**src/verilog/selftest_pkg.sv**
```systemverilog
package selftest_pkg;

   // Register offsets on the serial register port
   localparam logic [7:0] POWER_CONTROL_ADDR = 8'h2D;
   localparam logic [7:0] SELF_TEST_CONTROL_ADDR = 8'h2E;
   localparam logic [7:0] SOFTWARE_RESET_COMMAND_ADDR = 8'h2F;
   localparam logic [7:0] SHADOW_FIRST_ADDR = 8'h50;
   localparam logic [7:0] SHADOW_LAST_ADDR = 8'h54;
   localparam int SHADOW_COUNT = 5;

   // Reset values
   localparam logic [7:0] POWER_CONTROL_RESET = 8'h01;
   localparam logic [7:0] SELF_TEST_CONTROL_RESET = 8'h00;
   localparam logic [7:0] READ_ZERO = 8'h00;

   // Field positions
   localparam int STANDBY_BIT = 0;
   localparam int TEMP_OFF_BIT = 1;
   localparam int DRDY_OFF_BIT = 2;
   localparam int SELFTEST_MODE_BIT = 0;
   localparam int SELFTEST_FORCE_BIT = 1;
   localparam logic [7:0] POWER_CONTROL_MASK = 8'h07;
   localparam logic [7:0] SELF_TEST_CONTROL_MASK = 8'h03;

   // Soft reset code
   localparam logic [7:0] SOFT_RESET_CODE = 8'h52;

   // Bit flipped in a shadow byte when the soft reset race strikes
   localparam logic [7:0] RACE_CORRUPT_MASK = 8'h01;

   // Longest time from soft reset command to loaded shadow registers, in cycles
   localparam int LOAD_CYCLES_MAX = 12;

   // One access from the serial interface decoder
   typedef struct packed {
      logic [7:0] addr;
      logic [7:0] wdata;
      logic write;
      logic read;
   } reg_req_type;

   typedef logic [SHADOW_COUNT-1:0][7:0] shadow_bank_type;

endpackage
```
**src/verilog/nvm_shadow_loader.sv**
```systemverilog
`timescale 1ns/10ps
// Copies the factory bytes from NVM into the shadow bank, one byte every two cycles.
// The NVM macro returns the addressed byte on the clock after the address.
module nvm_shadow_loader (
   input wire logic clk,
   input wire logic rst,
   input wire logic start,
   input wire logic softLoad,
   input wire logic raceHazard,
   input wire logic [7:0] nvmData,
   output logic [2:0] nvmAddr,
   output logic busy,
   output selftest_pkg::shadow_bank_type shadowBank
);

   typedef enum logic [1:0] {IDLE, ADDRESS, CAPTURE} load_state_type;

   load_state_type state_r;
   logic [2:0] index_r;
   logic softLoad_r;

   assign busy = (state_r != IDLE);
   assign nvmAddr = index_r;

   // Sequencer; a new start restarts the copy from the first byte
   always_ff @(posedge clk or posedge rst) begin
      if (rst) begin
         state_r <= IDLE;
         index_r <= 3'h0;
         softLoad_r <= 1'b0;
      end else if (start) begin
         state_r <= ADDRESS;
         index_r <= 3'h0;
         softLoad_r <= softLoad;
      end else begin
         case (state_r)
            IDLE: state_r <= IDLE;
            ADDRESS: state_r <= CAPTURE;
            CAPTURE: begin
               if (index_r == 3'(selftest_pkg::SHADOW_COUNT - 1)) begin
                  state_r <= IDLE;
               end else begin
                  index_r <= index_r + 3'h1;
                  state_r <= ADDRESS;
               end
            end
            default: state_r <= IDLE;
         endcase
      end
   end

   // Capture; only a soft-reset load on early silicon can be hit by the race
   always_ff @(posedge clk or posedge rst) begin
      if (rst) begin
         shadowBank <= '0;
      end else if (state_r == CAPTURE) begin
         if (softLoad_r && raceHazard) begin
            shadowBank[index_r] <= nvmData ^ selftest_pkg::RACE_CORRUPT_MASK;
         end else begin
            shadowBank[index_r] <= nvmData;
         end
      end
   end

   // A power-on copy must land byte for byte, whatever the race input does
   AST_CLEAN_CAPTURE: assert property (@(posedge clk) disable iff (rst)
      (state_r == CAPTURE && !softLoad_r) |=> (shadowBank[$past(index_r)] == $past(nvmData)))
      else $error("power-on shadow byte not copied as stored");

endmodule

```
**src/verilog/selftest_and_soft_reset_control.sv**
```systemverilog
`timescale 1ns/10ps
// Summary of operation
// - While standby is 1 the part sits in low power with both datapaths halted, and 0 selects measurement.
// - Self test mode enable is bit 0 of the self test register, resets to zero, and writing one turns it on.
// - Self test force enable is bit 1 of the self test register, read/write, resets to zero, and one applies it.
// - Writing 0x52 to the eight-bit write-only reset register resets the whole part as at power-on.
// - After power-on and after a soft reset the factory bytes are copied from NVM into shadow registers used by the logic.
// - Power-on loads are always good, but on early silicon a soft reset load may pick up wrong values through a race.
module selftest_and_soft_reset_control #(
   // Arbitrary revision value; compared with RACE_REVISION_LAST to gate the soft reset race
   parameter logic [7:0] SILICON_REVISION_CODE = 8'h03,
   // Arbitrary last revision still exposed to the soft reset race
   parameter logic [7:0] RACE_REVISION_LAST = 8'h02
) (
   input wire logic clk,
   input wire logic rst,
   input wire selftest_pkg::reg_req_type regReq,
   output logic [7:0] regRdata,
   input wire logic raceEvent,
   input wire logic [7:0] nvmData,
   output logic [2:0] nvmAddr,
   output logic standbyMode,
   output logic datapathRun,
   output logic tempOff,
   output logic dataReadyOff,
   output logic selftestModeEnable,
   output logic selftestForceEnable,
   output logic softResetPulse,
   output logic loadBusy,
   output selftest_pkg::shadow_bank_type shadowBank
);

   logic [7:0] powerControl_r;
   logic [7:0] selfTestControl_r;
   logic [7:0] regRdata_r;
   logic softReset_r;
   logic porStart_r;
   logic raceMeta_r;
   logic raceSync_r;
   logic writeHit;
   logic loadStart;

   // Bound for the load check; a delay range cannot take a scoped name
   localparam int LOAD_WAIT_MAX = selftest_pkg::LOAD_CYCLES_MAX;

   // Shadow window decode, used by read mux and by the checks
   function automatic logic isShadow(input logic [7:0] addr);
      isShadow = (addr >= selftest_pkg::SHADOW_FIRST_ADDR) &&
                 (addr <= selftest_pkg::SHADOW_LAST_ADDR);
   endfunction

   assign writeHit = regReq.write && (regReq.addr == selftest_pkg::SOFTWARE_RESET_COMMAND_ADDR);

   // Reset command: only the exact code fires, the byte itself is never stored
   always_ff @(posedge clk or posedge rst) begin
      if (rst) begin
         softReset_r <= 1'b0;
      end else begin
         softReset_r <= writeHit && (regReq.wdata == selftest_pkg::SOFT_RESET_CODE);
      end
   end

   assign softResetPulse = softReset_r;

   // Power-on load request, raised by reset and dropped one cycle after release
   always_ff @(posedge clk or posedge rst) begin
      if (rst) begin
         porStart_r <= 1'b1;
      end else begin
         porStart_r <= 1'b0;
      end
   end

   assign loadStart = porStart_r || softReset_r;

   // Race indicator arrives from analog timing, so it is synchronised first
   always_ff @(posedge clk or posedge rst) begin
      if (rst) begin
         raceMeta_r <= 1'b0;
         raceSync_r <= 1'b0;
      end else begin
         raceMeta_r <= raceEvent;
         raceSync_r <= raceMeta_r;
      end
   end

   // Power control; soft reset returns it to standby like power-on
   always_ff @(posedge clk or posedge rst) begin
      if (rst) begin
         powerControl_r <= selftest_pkg::POWER_CONTROL_RESET;
      end else if (softReset_r) begin
         powerControl_r <= selftest_pkg::POWER_CONTROL_RESET;
      end else if (regReq.write && regReq.addr == selftest_pkg::POWER_CONTROL_ADDR) begin
         powerControl_r <= regReq.wdata & selftest_pkg::POWER_CONTROL_MASK;
      end
   end

   // Self test enables; reserved bits never store
   always_ff @(posedge clk or posedge rst) begin
      if (rst) begin
         selfTestControl_r <= selftest_pkg::SELF_TEST_CONTROL_RESET;
      end else if (softReset_r) begin
         selfTestControl_r <= selftest_pkg::SELF_TEST_CONTROL_RESET;
      end else if (regReq.write && regReq.addr == selftest_pkg::SELF_TEST_CONTROL_ADDR) begin
         selfTestControl_r <= regReq.wdata & selftest_pkg::SELF_TEST_CONTROL_MASK;
      end
   end

   assign standbyMode = powerControl_r[selftest_pkg::STANDBY_BIT];
   // The measurement datapath also waits for the shadow copy, since it runs from it; temperature does not
   assign datapathRun = !standbyMode && !loadBusy;
   // Temperature stops too whenever standby holds
   assign tempOff = powerControl_r[selftest_pkg::TEMP_OFF_BIT] || standbyMode;
   assign dataReadyOff = powerControl_r[selftest_pkg::DRDY_OFF_BIT];
   assign selftestModeEnable = selfTestControl_r[selftest_pkg::SELFTEST_MODE_BIT];
   assign selftestForceEnable = selfTestControl_r[selftest_pkg::SELFTEST_FORCE_BIT];

   // Read mux; data stands until the next read
   always_ff @(posedge clk or posedge rst) begin
      if (rst) begin
         regRdata_r <= selftest_pkg::READ_ZERO;
      end else if (regReq.read) begin
         if (regReq.addr == selftest_pkg::POWER_CONTROL_ADDR) begin
            regRdata_r <= powerControl_r;
         end else if (regReq.addr == selftest_pkg::SELF_TEST_CONTROL_ADDR) begin
            regRdata_r <= selfTestControl_r;
         end else if (isShadow(regReq.addr)) begin
            regRdata_r <= shadowBank[3'(regReq.addr - selftest_pkg::SHADOW_FIRST_ADDR)];
         end else begin
            regRdata_r <= selftest_pkg::READ_ZERO;
         end
      end
   end

   assign regRdata = regRdata_r;

   // Copy engine; the race only matters on early silicon
   nvm_shadow_loader loader (
      .clk(clk),
      .rst(rst),
      .start(loadStart),
      .softLoad(softReset_r),
      .raceHazard(raceSync_r && (SILICON_REVISION_CODE <= RACE_REVISION_LAST)),
      .nvmData(nvmData),
      .nvmAddr(nvmAddr),
      .busy(loadBusy),
      .shadowBank(shadowBank)
   );

   AST_STANDBY_HALTS: assert property (@(posedge clk) disable iff (rst)
      standbyMode |-> (!datapathRun && tempOff))
      else $error("datapath running in standby");

   AST_SELFTEST_MODE_WRITE: assert property (@(posedge clk) disable iff (rst)
      (regReq.write && regReq.addr == selftest_pkg::SELF_TEST_CONTROL_ADDR && !softReset_r)
      |=> (selftestModeEnable == $past(regReq.wdata[0])))
      else $error("self test mode bit not written");

   AST_SELFTEST_FORCE_HOLD: assert property (@(posedge clk) disable iff (rst)
      (!softReset_r && !(regReq.write && regReq.addr == selftest_pkg::SELF_TEST_CONTROL_ADDR))
      |=> $stable(selftestForceEnable))
      else $error("self test force changed without write");

   AST_RESET_CODE_FIRES: assert property (@(posedge clk) disable iff (rst)
      (writeHit && regReq.wdata == selftest_pkg::SOFT_RESET_CODE)
      |=> softResetPulse ##1 (standbyMode && !selftestModeEnable && !selftestForceEnable))
      else $error("reset code did not reset the part");

   AST_OTHER_CODE_IGNORED: assert property (@(posedge clk) disable iff (rst)
      (writeHit && regReq.wdata != selftest_pkg::SOFT_RESET_CODE) |=> !softResetPulse)
      else $error("wrong code caused a reset");

   AST_RESET_REG_READS_ZERO: assert property (@(posedge clk) disable iff (rst)
      (regReq.read && regReq.addr == selftest_pkg::SOFTWARE_RESET_COMMAND_ADDR)
      |=> (regRdata == selftest_pkg::READ_ZERO))
      else $error("reset register read not zero");

   AST_LOAD_AFTER_SOFT_RESET: assert property (@(posedge clk) disable iff (rst)
      softResetPulse |=> loadBusy ##[1:LOAD_WAIT_MAX] !loadBusy)
      else $error("shadow load missing or too long");

   AST_SHADOW_READBACK: assert property (@(posedge clk) disable iff (rst)
      (regReq.read && isShadow(regReq.addr) && !loadBusy && !loadStart)
      |=> (regRdata == $past(shadowBank[3'(regReq.addr - selftest_pkg::SHADOW_FIRST_ADDR)])))
      else $error("shadow read mismatch");

   AST_NO_RACE_LATE_REV: assert property (@(posedge clk) disable iff (rst)
      (SILICON_REVISION_CODE > RACE_REVISION_LAST) |-> !loader.raceHazard)
      else $error("race possible on late silicon");

   // Field writes; a soft reset in the same cycle wins, so those cycles are left out
   // Host traffic may land back to back, so each write is checked on its own edge
   AST_POWER_WRITE: assert property (@(posedge clk) disable iff (rst)
      (regReq.write && regReq.addr == selftest_pkg::POWER_CONTROL_ADDR && !softReset_r)
      |=> (standbyMode == $past(regReq.wdata[selftest_pkg::STANDBY_BIT])))
      else $error("standby field not written");

   AST_TEMP_OFF_WRITE: assert property (@(posedge clk) disable iff (rst)
      (regReq.write && regReq.addr == selftest_pkg::POWER_CONTROL_ADDR && !softReset_r)
      |=> (tempOff == ($past(regReq.wdata[1]) || $past(regReq.wdata[0]))))
      else $error("temperature not halted as written");

   AST_MEASURE_RUNS: assert property (@(posedge clk) disable iff (rst)
      (!standbyMode && !loadBusy) |-> datapathRun)
      else $error("datapath halted in measurement mode");

   AST_SELFTEST_FORCE_WRITE: assert property (@(posedge clk) disable iff (rst)
      (regReq.write && regReq.addr == selftest_pkg::SELF_TEST_CONTROL_ADDR && !softReset_r)
      |=> (selftestForceEnable == $past(regReq.wdata[1])))
      else $error("self test force bit not written");

   AST_LOAD_AFTER_POWER_ON: assert property (@(posedge clk) disable iff (rst)
      porStart_r |=> loadBusy)
      else $error("no shadow load after power-on");

   AST_SHADOW_STANDS: assert property (@(posedge clk) disable iff (rst)
      !loadBusy |=> $stable(shadowBank))
      else $error("shadow bank changed outside a load");

endmodule

```
**config.mk**
```make
export PLATFORM = sky130hd
export DESIGN_NAME = selftest_and_soft_reset_control
export DESIGN_NICKNAME = d
export VERILOG_FILES = /design/src/verilog/selftest_pkg.sv /design/src/verilog/nvm_shadow_loader.sv /design/src/verilog/selftest_and_soft_reset_control.sv
export SDC_FILE = /design/constraint.sdc
export NUM_CORES = 1
export LEC_CHECK = 0
export BUFFER_PORTS_ARGS = -buffer_cell sky130_fd_sc_hd__buf_2
export CORE_AREA = 2 2 107 109
export DETAILED_ROUTE_END_ITERATION = 16
export DIE_AREA = 0 0 109 111
export PLACE_DENSITY = 0.5
export SETUP_SLACK_MARGIN = 0.15
export SYNTH_ARGS = -nofsm -noshare
export SYNTH_HDL_FRONTEND = slang
export SYNTH_SLANG_ARGS = --single-unit
```
**constraint.sdc**
```tcl
create_clock -name clk -period 3.65 [get_ports clk]
set_input_delay 0.73 -clock clk [delete_from_list [all_inputs] [get_ports clk]]
set_output_delay 0.73 -clock clk [all_outputs]
set_load 0.01 [all_outputs]
```
; ---- Word level (Yosys, flattened, before mapping)
; Index checks and enable logic that the tools add are counted.
[totals]
reg_bits = 71
wordCells = 61
[op_classes]
n_reduce_logical = 16
mux = 18
eq_ne = 8
n_addsub = 2
magnitude_cmp = 5
[op_table]
columns = cell, n
row1 = 2-to-1 mux 8 bit, 9
row2 = bitwise mux 40 bit, 1
row3 = binary-select mux 8 bit (select 3 bit), 1
row4 = demux 8 bit (select 3 bit), 1
row5 = "== test 8 x 6 -> 1 bit, second input constant", 3
row6 = 2-to-1 mux 3 bit, 3
row7 = "== test 8 x 7 -> 1 bit, second input constant", 1
row8 = ">= comparator 8 x 7 -> 1 bit, second input constant", 1
row9 = "<= comparator 8 x 7 -> 1 bit, second input constant", 1
row10 = "< comparator 3 x 4 -> 1 bit, second input constant", 2
row11 = nonzero test 2 bit, 4
row12 = logical AND 1 bit, 7
row13 = one-hot mux 2 bit (2 select lines), 1
row14 = "adder 3 x 1 -> 3 bit, second input constant", 1
row15 = "== test 3 bit, second input constant", 1
row16 = ">= comparator 3 x 1 -> 1 bit, second input constant", 1
row17 = "subtractor 3 x 1 -> 3 bit, second input constant", 1
row18 = "== test 2 x 1 -> 1 bit, second input constant", 1
row19 = "== test 2 bit, second input constant", 1
row20 = logical NOT 1 bit, 2
row21 = logical OR 1 bit, 2
row22 = 2-to-1 mux 2 bit, 1
row23 = "!= test 2 bit, second input constant", 1
row24 = AND reduction 2 bit, 1
row25 = 2-to-1 mux 1 bit, 1

; ---- Depth between registers and ports, before layout
[depth]
ltp_word = 6
depth_mapped = 6
ltp_nobuf = 6

; ---- Cells and area by module
; From an unflattened synthesis, not the netlist that was laid out.
[unflattened]
cells_unflattened = 249
hier_area_um2 = 3004.1
[by_module_without_submodules]
columns = mod, cells_per_inst, n_inst, area_each_um2
row1 = nvm_shadow_loader, 119, 1, 1836.8
row2 = selftest_and_soft_reset_control, 130, 1, 1167.4

; ---- Least setup slack after synthesis
; No wires, ideal clock.
[synth_path]
path_type = input -> register
start = input regReq[11] in the netlist's numbering
end = register regRdata_r[0], in the netlist regRdata[0]
slack_ps = 1932
required_time_ps = 3556
n_path_buf = 1
stages = 5
setup_ps = 94
t_arrival_ps = 1624
cell_sequence = buf_2 -> and2b_2 -> nand4_1 -> a21o_1 -> a221oi_2
[synth_between]
elab_chain_len = 6
elab_cells_between_ends = 11
[synth_rtl]
columns = element, line_no
row1 = start: declaration, selftest_and_soft_reset_control.sv:17  ; input wire selftest_pkg::reg_req_type regReq,
row2 = subtractor 3 x 1 -> 3 bit, selftest_and_soft_reset_control.sv:128  ; regRdata_r <= shadowBank[3'(regReq.addr - selftest_pkg::SHADOW_FIRST_ADDR)];
row3 = binary-select mux 8 bit (select 3 bit), selftest_and_soft_reset_control.sv:128
row4 = 2-to-1 mux 8 bit (implied by the code), selftest_and_soft_reset_control.sv:128
row5 = 2-to-1 mux 8 bit, selftest_and_soft_reset_control.sv:127  ; end else if (isShadow(regReq.addr)) begin
row6 = 2-to-1 mux 8 bit, selftest_and_soft_reset_control.sv:125  ; end else if (regReq.addr == selftest_pkg::SELF_TEST_CONTROL_ADDR) begin
row7 = 2-to-1 mux 8 bit (*), selftest_and_soft_reset_control.sv:123  ; if (regReq.addr == selftest_pkg::POWER_CONTROL_ADDR) begin
row8 = end signal: assignment, selftest_and_soft_reset_control.sv:124  ; regRdata_r <= powerControl_r;
row9 = end signal: assignment, selftest_and_soft_reset_control.sv:126  ; regRdata_r <= selfTestControl_r;
row10 = end signal: assignment, selftest_and_soft_reset_control.sv:128
row11 = end: declaration, selftest_and_soft_reset_control.sv:35  ; logic [7:0] regRdata_r;
; Mark *: on every way between the ends. The rest lies on a longest branch, timed or not. The select of a mux whose other input is x is not followed.
; A chain may end at the register's enable or synchronous reset.

; ---- Worst setup path in the final report
[layout_path]
start = input regReq[10] in the netlist's numbering
end = register regRdata_r[6], in the netlist regRdata[6]
; The elaborated chain is that of the path after synthesis.

==> flow_metrics.tcl <==
set metrics [dict create \
    fillers 1128 \
    dp_hpwl_um 5770 \
    totalWireLength_um 8200 \
    diodes 0 \
    setup_viol 0 \
    synth_flop_cell "dfrtp_1" \
    synth_nets 260 \
    wl_met1_um 3710 \
    final_antenna_net_count 0 \
    worstPathCellList "buf_2, mux4_1, nor2b_1, a31oi_1, o2bb2ai_1" \
    synth-simple-area-share_pct 12.8 \
    wl_met2_um 4030 \
    fin_nets 348 \
    clk_pin_slew_ns 0.05 \
    critPathKind "in2reg" \
    design_area_mm2 0.00385 \
    synth-seq-area-share_pct 50.2 \
    cp.required_ns 3.85 \
    cp_max_fo 22 \
    synth-adder-area-share_pct 0.835 \
    clockPowerShare_pct 46.0 \
    fp.coreArea_mm2 0.0111 \
    synthTopCellsByArea "dfrtp_1, mux2_2, mux2_4, mux2i_1, nor2_1" \
    io-pin-count 88 \
    peakVddDrop_mv 0.247 \
    max_freq_mhz 472 \
    synth.most_common_cell "dfrtp_1" \
    hold_viol 0 \
    place_inst 449 \
    overflow 0 \
    ctsResizeCount 0 \
    drt_first_pass_iters 5 \
    syn-cell-area_mm2 0.00300 \
    cts_root_buf "clkbuf_16" \
    cp_top_family "multiplexers" \
    antenna_found_initial 0 \
    synthArstFlopShare_pct 100 \
    critPathCaptureType "register" \
    relSlewSlack_pct 47.2 \
    synth_warnings 0 \
    internal-power_uw 1490 \
    first_global_vias 2214 \
    swShare_pct 24.8 \
    drive_gt1_share_pct 49.4 \
    fin_util_pct 34.7 \
    whs_endpoint "loader.state_r[1]$_DFF_PP0_" \
    crit_buf_inv 1 \
    finalSetupTns_ns 0 \
    r2r_start "loader.state_r[0]$_DFF_PP0_" \
    p_leak_uw 0.00191 \
    slowest_delay_ns 0.63 \
    arrival_ns 2.32 \
    cts_buffers 9 \
    seqPwrFrac_pct 39.5 \
    synth.mux.area_fraction_pct 24.0 \
    vias 2174 \
    worst_r2r_path_depth 4 \
    vias_per_cell 4.68 \
    cts_buffer_depth 2 \
    ctsHoldBuffers 0 \
    synth_top_family_by_area "multiplexers" \
    gp_congestion 0.752 \
    finalMaxSlewViolations 0 \
    die_h_um 111 \
    p_switching_uw 491 \
    dpl_cell_area_mm2 0.00353 \
    postCtsSetupBuffers 0 \
    synthCells 229 \
    slowest_stage "mux4_1" \
    finClkSkew_ns 0.00391 \
    status "complete, no violations" \
    rrSetupSlack_ns 1.81 \
    hold_path_class "reg2reg" \
    worst_pin_slew_ns 0.792 \
    synth_xor_area_share_pct 0.585 \
    drt-initial-drc-count 81 \
    regArea_mm2 0.00150 \
    wl_met3_um 376 \
    synth_area_leader_cell "dfrtp_1" \
    holdPathStages 1 \
    synth_top_cell_area_share_pct 48.5 \
    die-area_mm2 0.0121 \
    io_buffers 86 \
    grt_max_degree 61 \
    cts_sinks 60 \
    r2r_end "loader.shadowBank[9]$_DFFE_PP0P_" \
    area_delta_synth_final_pct 28.5 \
    combPwrFrac_pct 14.5 \
    grt_setup_unrepaired "false" \
    drv_cap 0 \
    wl_per_cell_um 17.6 \
    h-tree-depth 3 \
    num_rows 39 \
    crit_path_start_kind "primary input" \
    yosys-top-cells-count "dfrtp_1, mux2_2, mux2_4, mux2i_1, nor2_1" \
    final_cells 465 \
    cts_tree "yes" \
    synth_compound_area_share_pct 8.02 \
    period_needed_ns 2.12 \
    top_layer_used "met4" \
    syn_area_per_cell_um2 13.1 \
    initial_core_util_pct 27.0 \
    insertion_delay_ns 0.32 \
    synth_edf_count 0 \
    whs_ns 0.457 \
    power.density_mw_per_mm2 515 \
    finalCritPeriodShare_pct 58.1 \
    hold_start "loader.state_r[1]$_DFF_PP0_" \
    yosys_register_bits 60 \
    grt_pass1_wl_um 12800 \
    synthDistinctLibCells 51 \
    track_usage_pct 14.3 \
    die_x_um 109 \
    multi_input_area_mm2 0.00139 \
    drc_errors 0 \
]
## power groups by stage
stage | clock [µW] | combinational (µW) | sequential (µW)
2_1_floorplan | 0 | 150 | 810
3_3_place_gp | 0 | 288 | 793
3_5_place_dp | 0 | 292 | 795
4_1_cts | 934 | 293 | 784
5_1_grt | 961 | 315 | 792
6_report | 910 | 288 | 782
## worst reg2reg max path, cell delays in order (launching register included)
cell and delay (ns):
dfrtp_1 0.41, nor2b_4 0.15, and2b_4 0.19, and3_1 0.62
mux2_4 0.36
## layer usage
layer / vias up / GRT usage [%]
met5: - / 0
met1: 1092 / 19.8
li1: 1025 / -
met2: 52 / 22.2
met4: 0 / 4.36
met3: 5 / 3.29
## how the worst max path moves through the flow
stage / cells after the start / startpoint / endpoint / slack [ns]
2_1_floorplan: 1 / rst / loader.nvmAddr[0]$_DFFE_PP0P_ / 1.44
3_3_place_gp: 5 / regReq[10] / regRdata[6]$_DFFE_PP0P_ / 1.25
5_1_grt: 5 / regReq[10] / regRdata[6]$_DFFE_PP0P_ / 1.44
6_report: 5 / regReq[10] / regRdata[6]$_DFFE_PP0P_ / 1.53
4_1_cts: 5 / regReq[10] / regRdata[6]$_DFFE_PP0P_ / 1.54
3_5_place_dp: 5 / regReq[10] / regRdata[6]$_DFFE_PP0P_ / 1.18
## placed cells by master (no fill, tap or decap), drive strengths merged, types with 4 or more instances in the layout
master  netlist  routed
a21oi         4       4
a221oi        5       5
and3          4       4
buf           8      87
clkbuf        2      12
dfrtp        58      58
inv           5       5
mux2         42      42
mux2i        16      16
nand2         6       6
nand3         7       7
nand4         5       5
nor2         16      16
nor2b         7       7
o21ai         4       4
## logic make-up after synthesis
group,after synthesis
other cells,1
simple gates,62
flops,60
fa+ha+maj,2
compound gates,28
buf+inv,15
mux,59
xor+xnor,2
## state kept, by name (all words and copies together), names as in the netlist
signal	count
loader.shadowBank	40
regRdata	8
loader.nvmAddr	3
powerControl_r	3
loader.state_r	2
selfTestControl_r	2
porStart_r	1
softResetPulse	1
## final cells by class
class	count	area share, %
clock buffers	12	6.40
clock inverters	4	1.89
inverters	5	0.488
multi-input cells	154	36.1
flip-flops and latches	60	39.1
well taps	143	4.65
repair buffers	87	11.4
## metrics by stage
| stage | total power [µW] | worst slack [ns] |
|---|---|---|
| finish | 1980 | 1.53 |
| global route | 2070 | 1.44 |
| CTS | 2010 | 1.54 |
| detailed placement | 1090 | 1.18 |
| global placement | 1080 | 1.25 |
| floorplan | 960 | 1.44 |
Power figures use the tool's default switching activity.
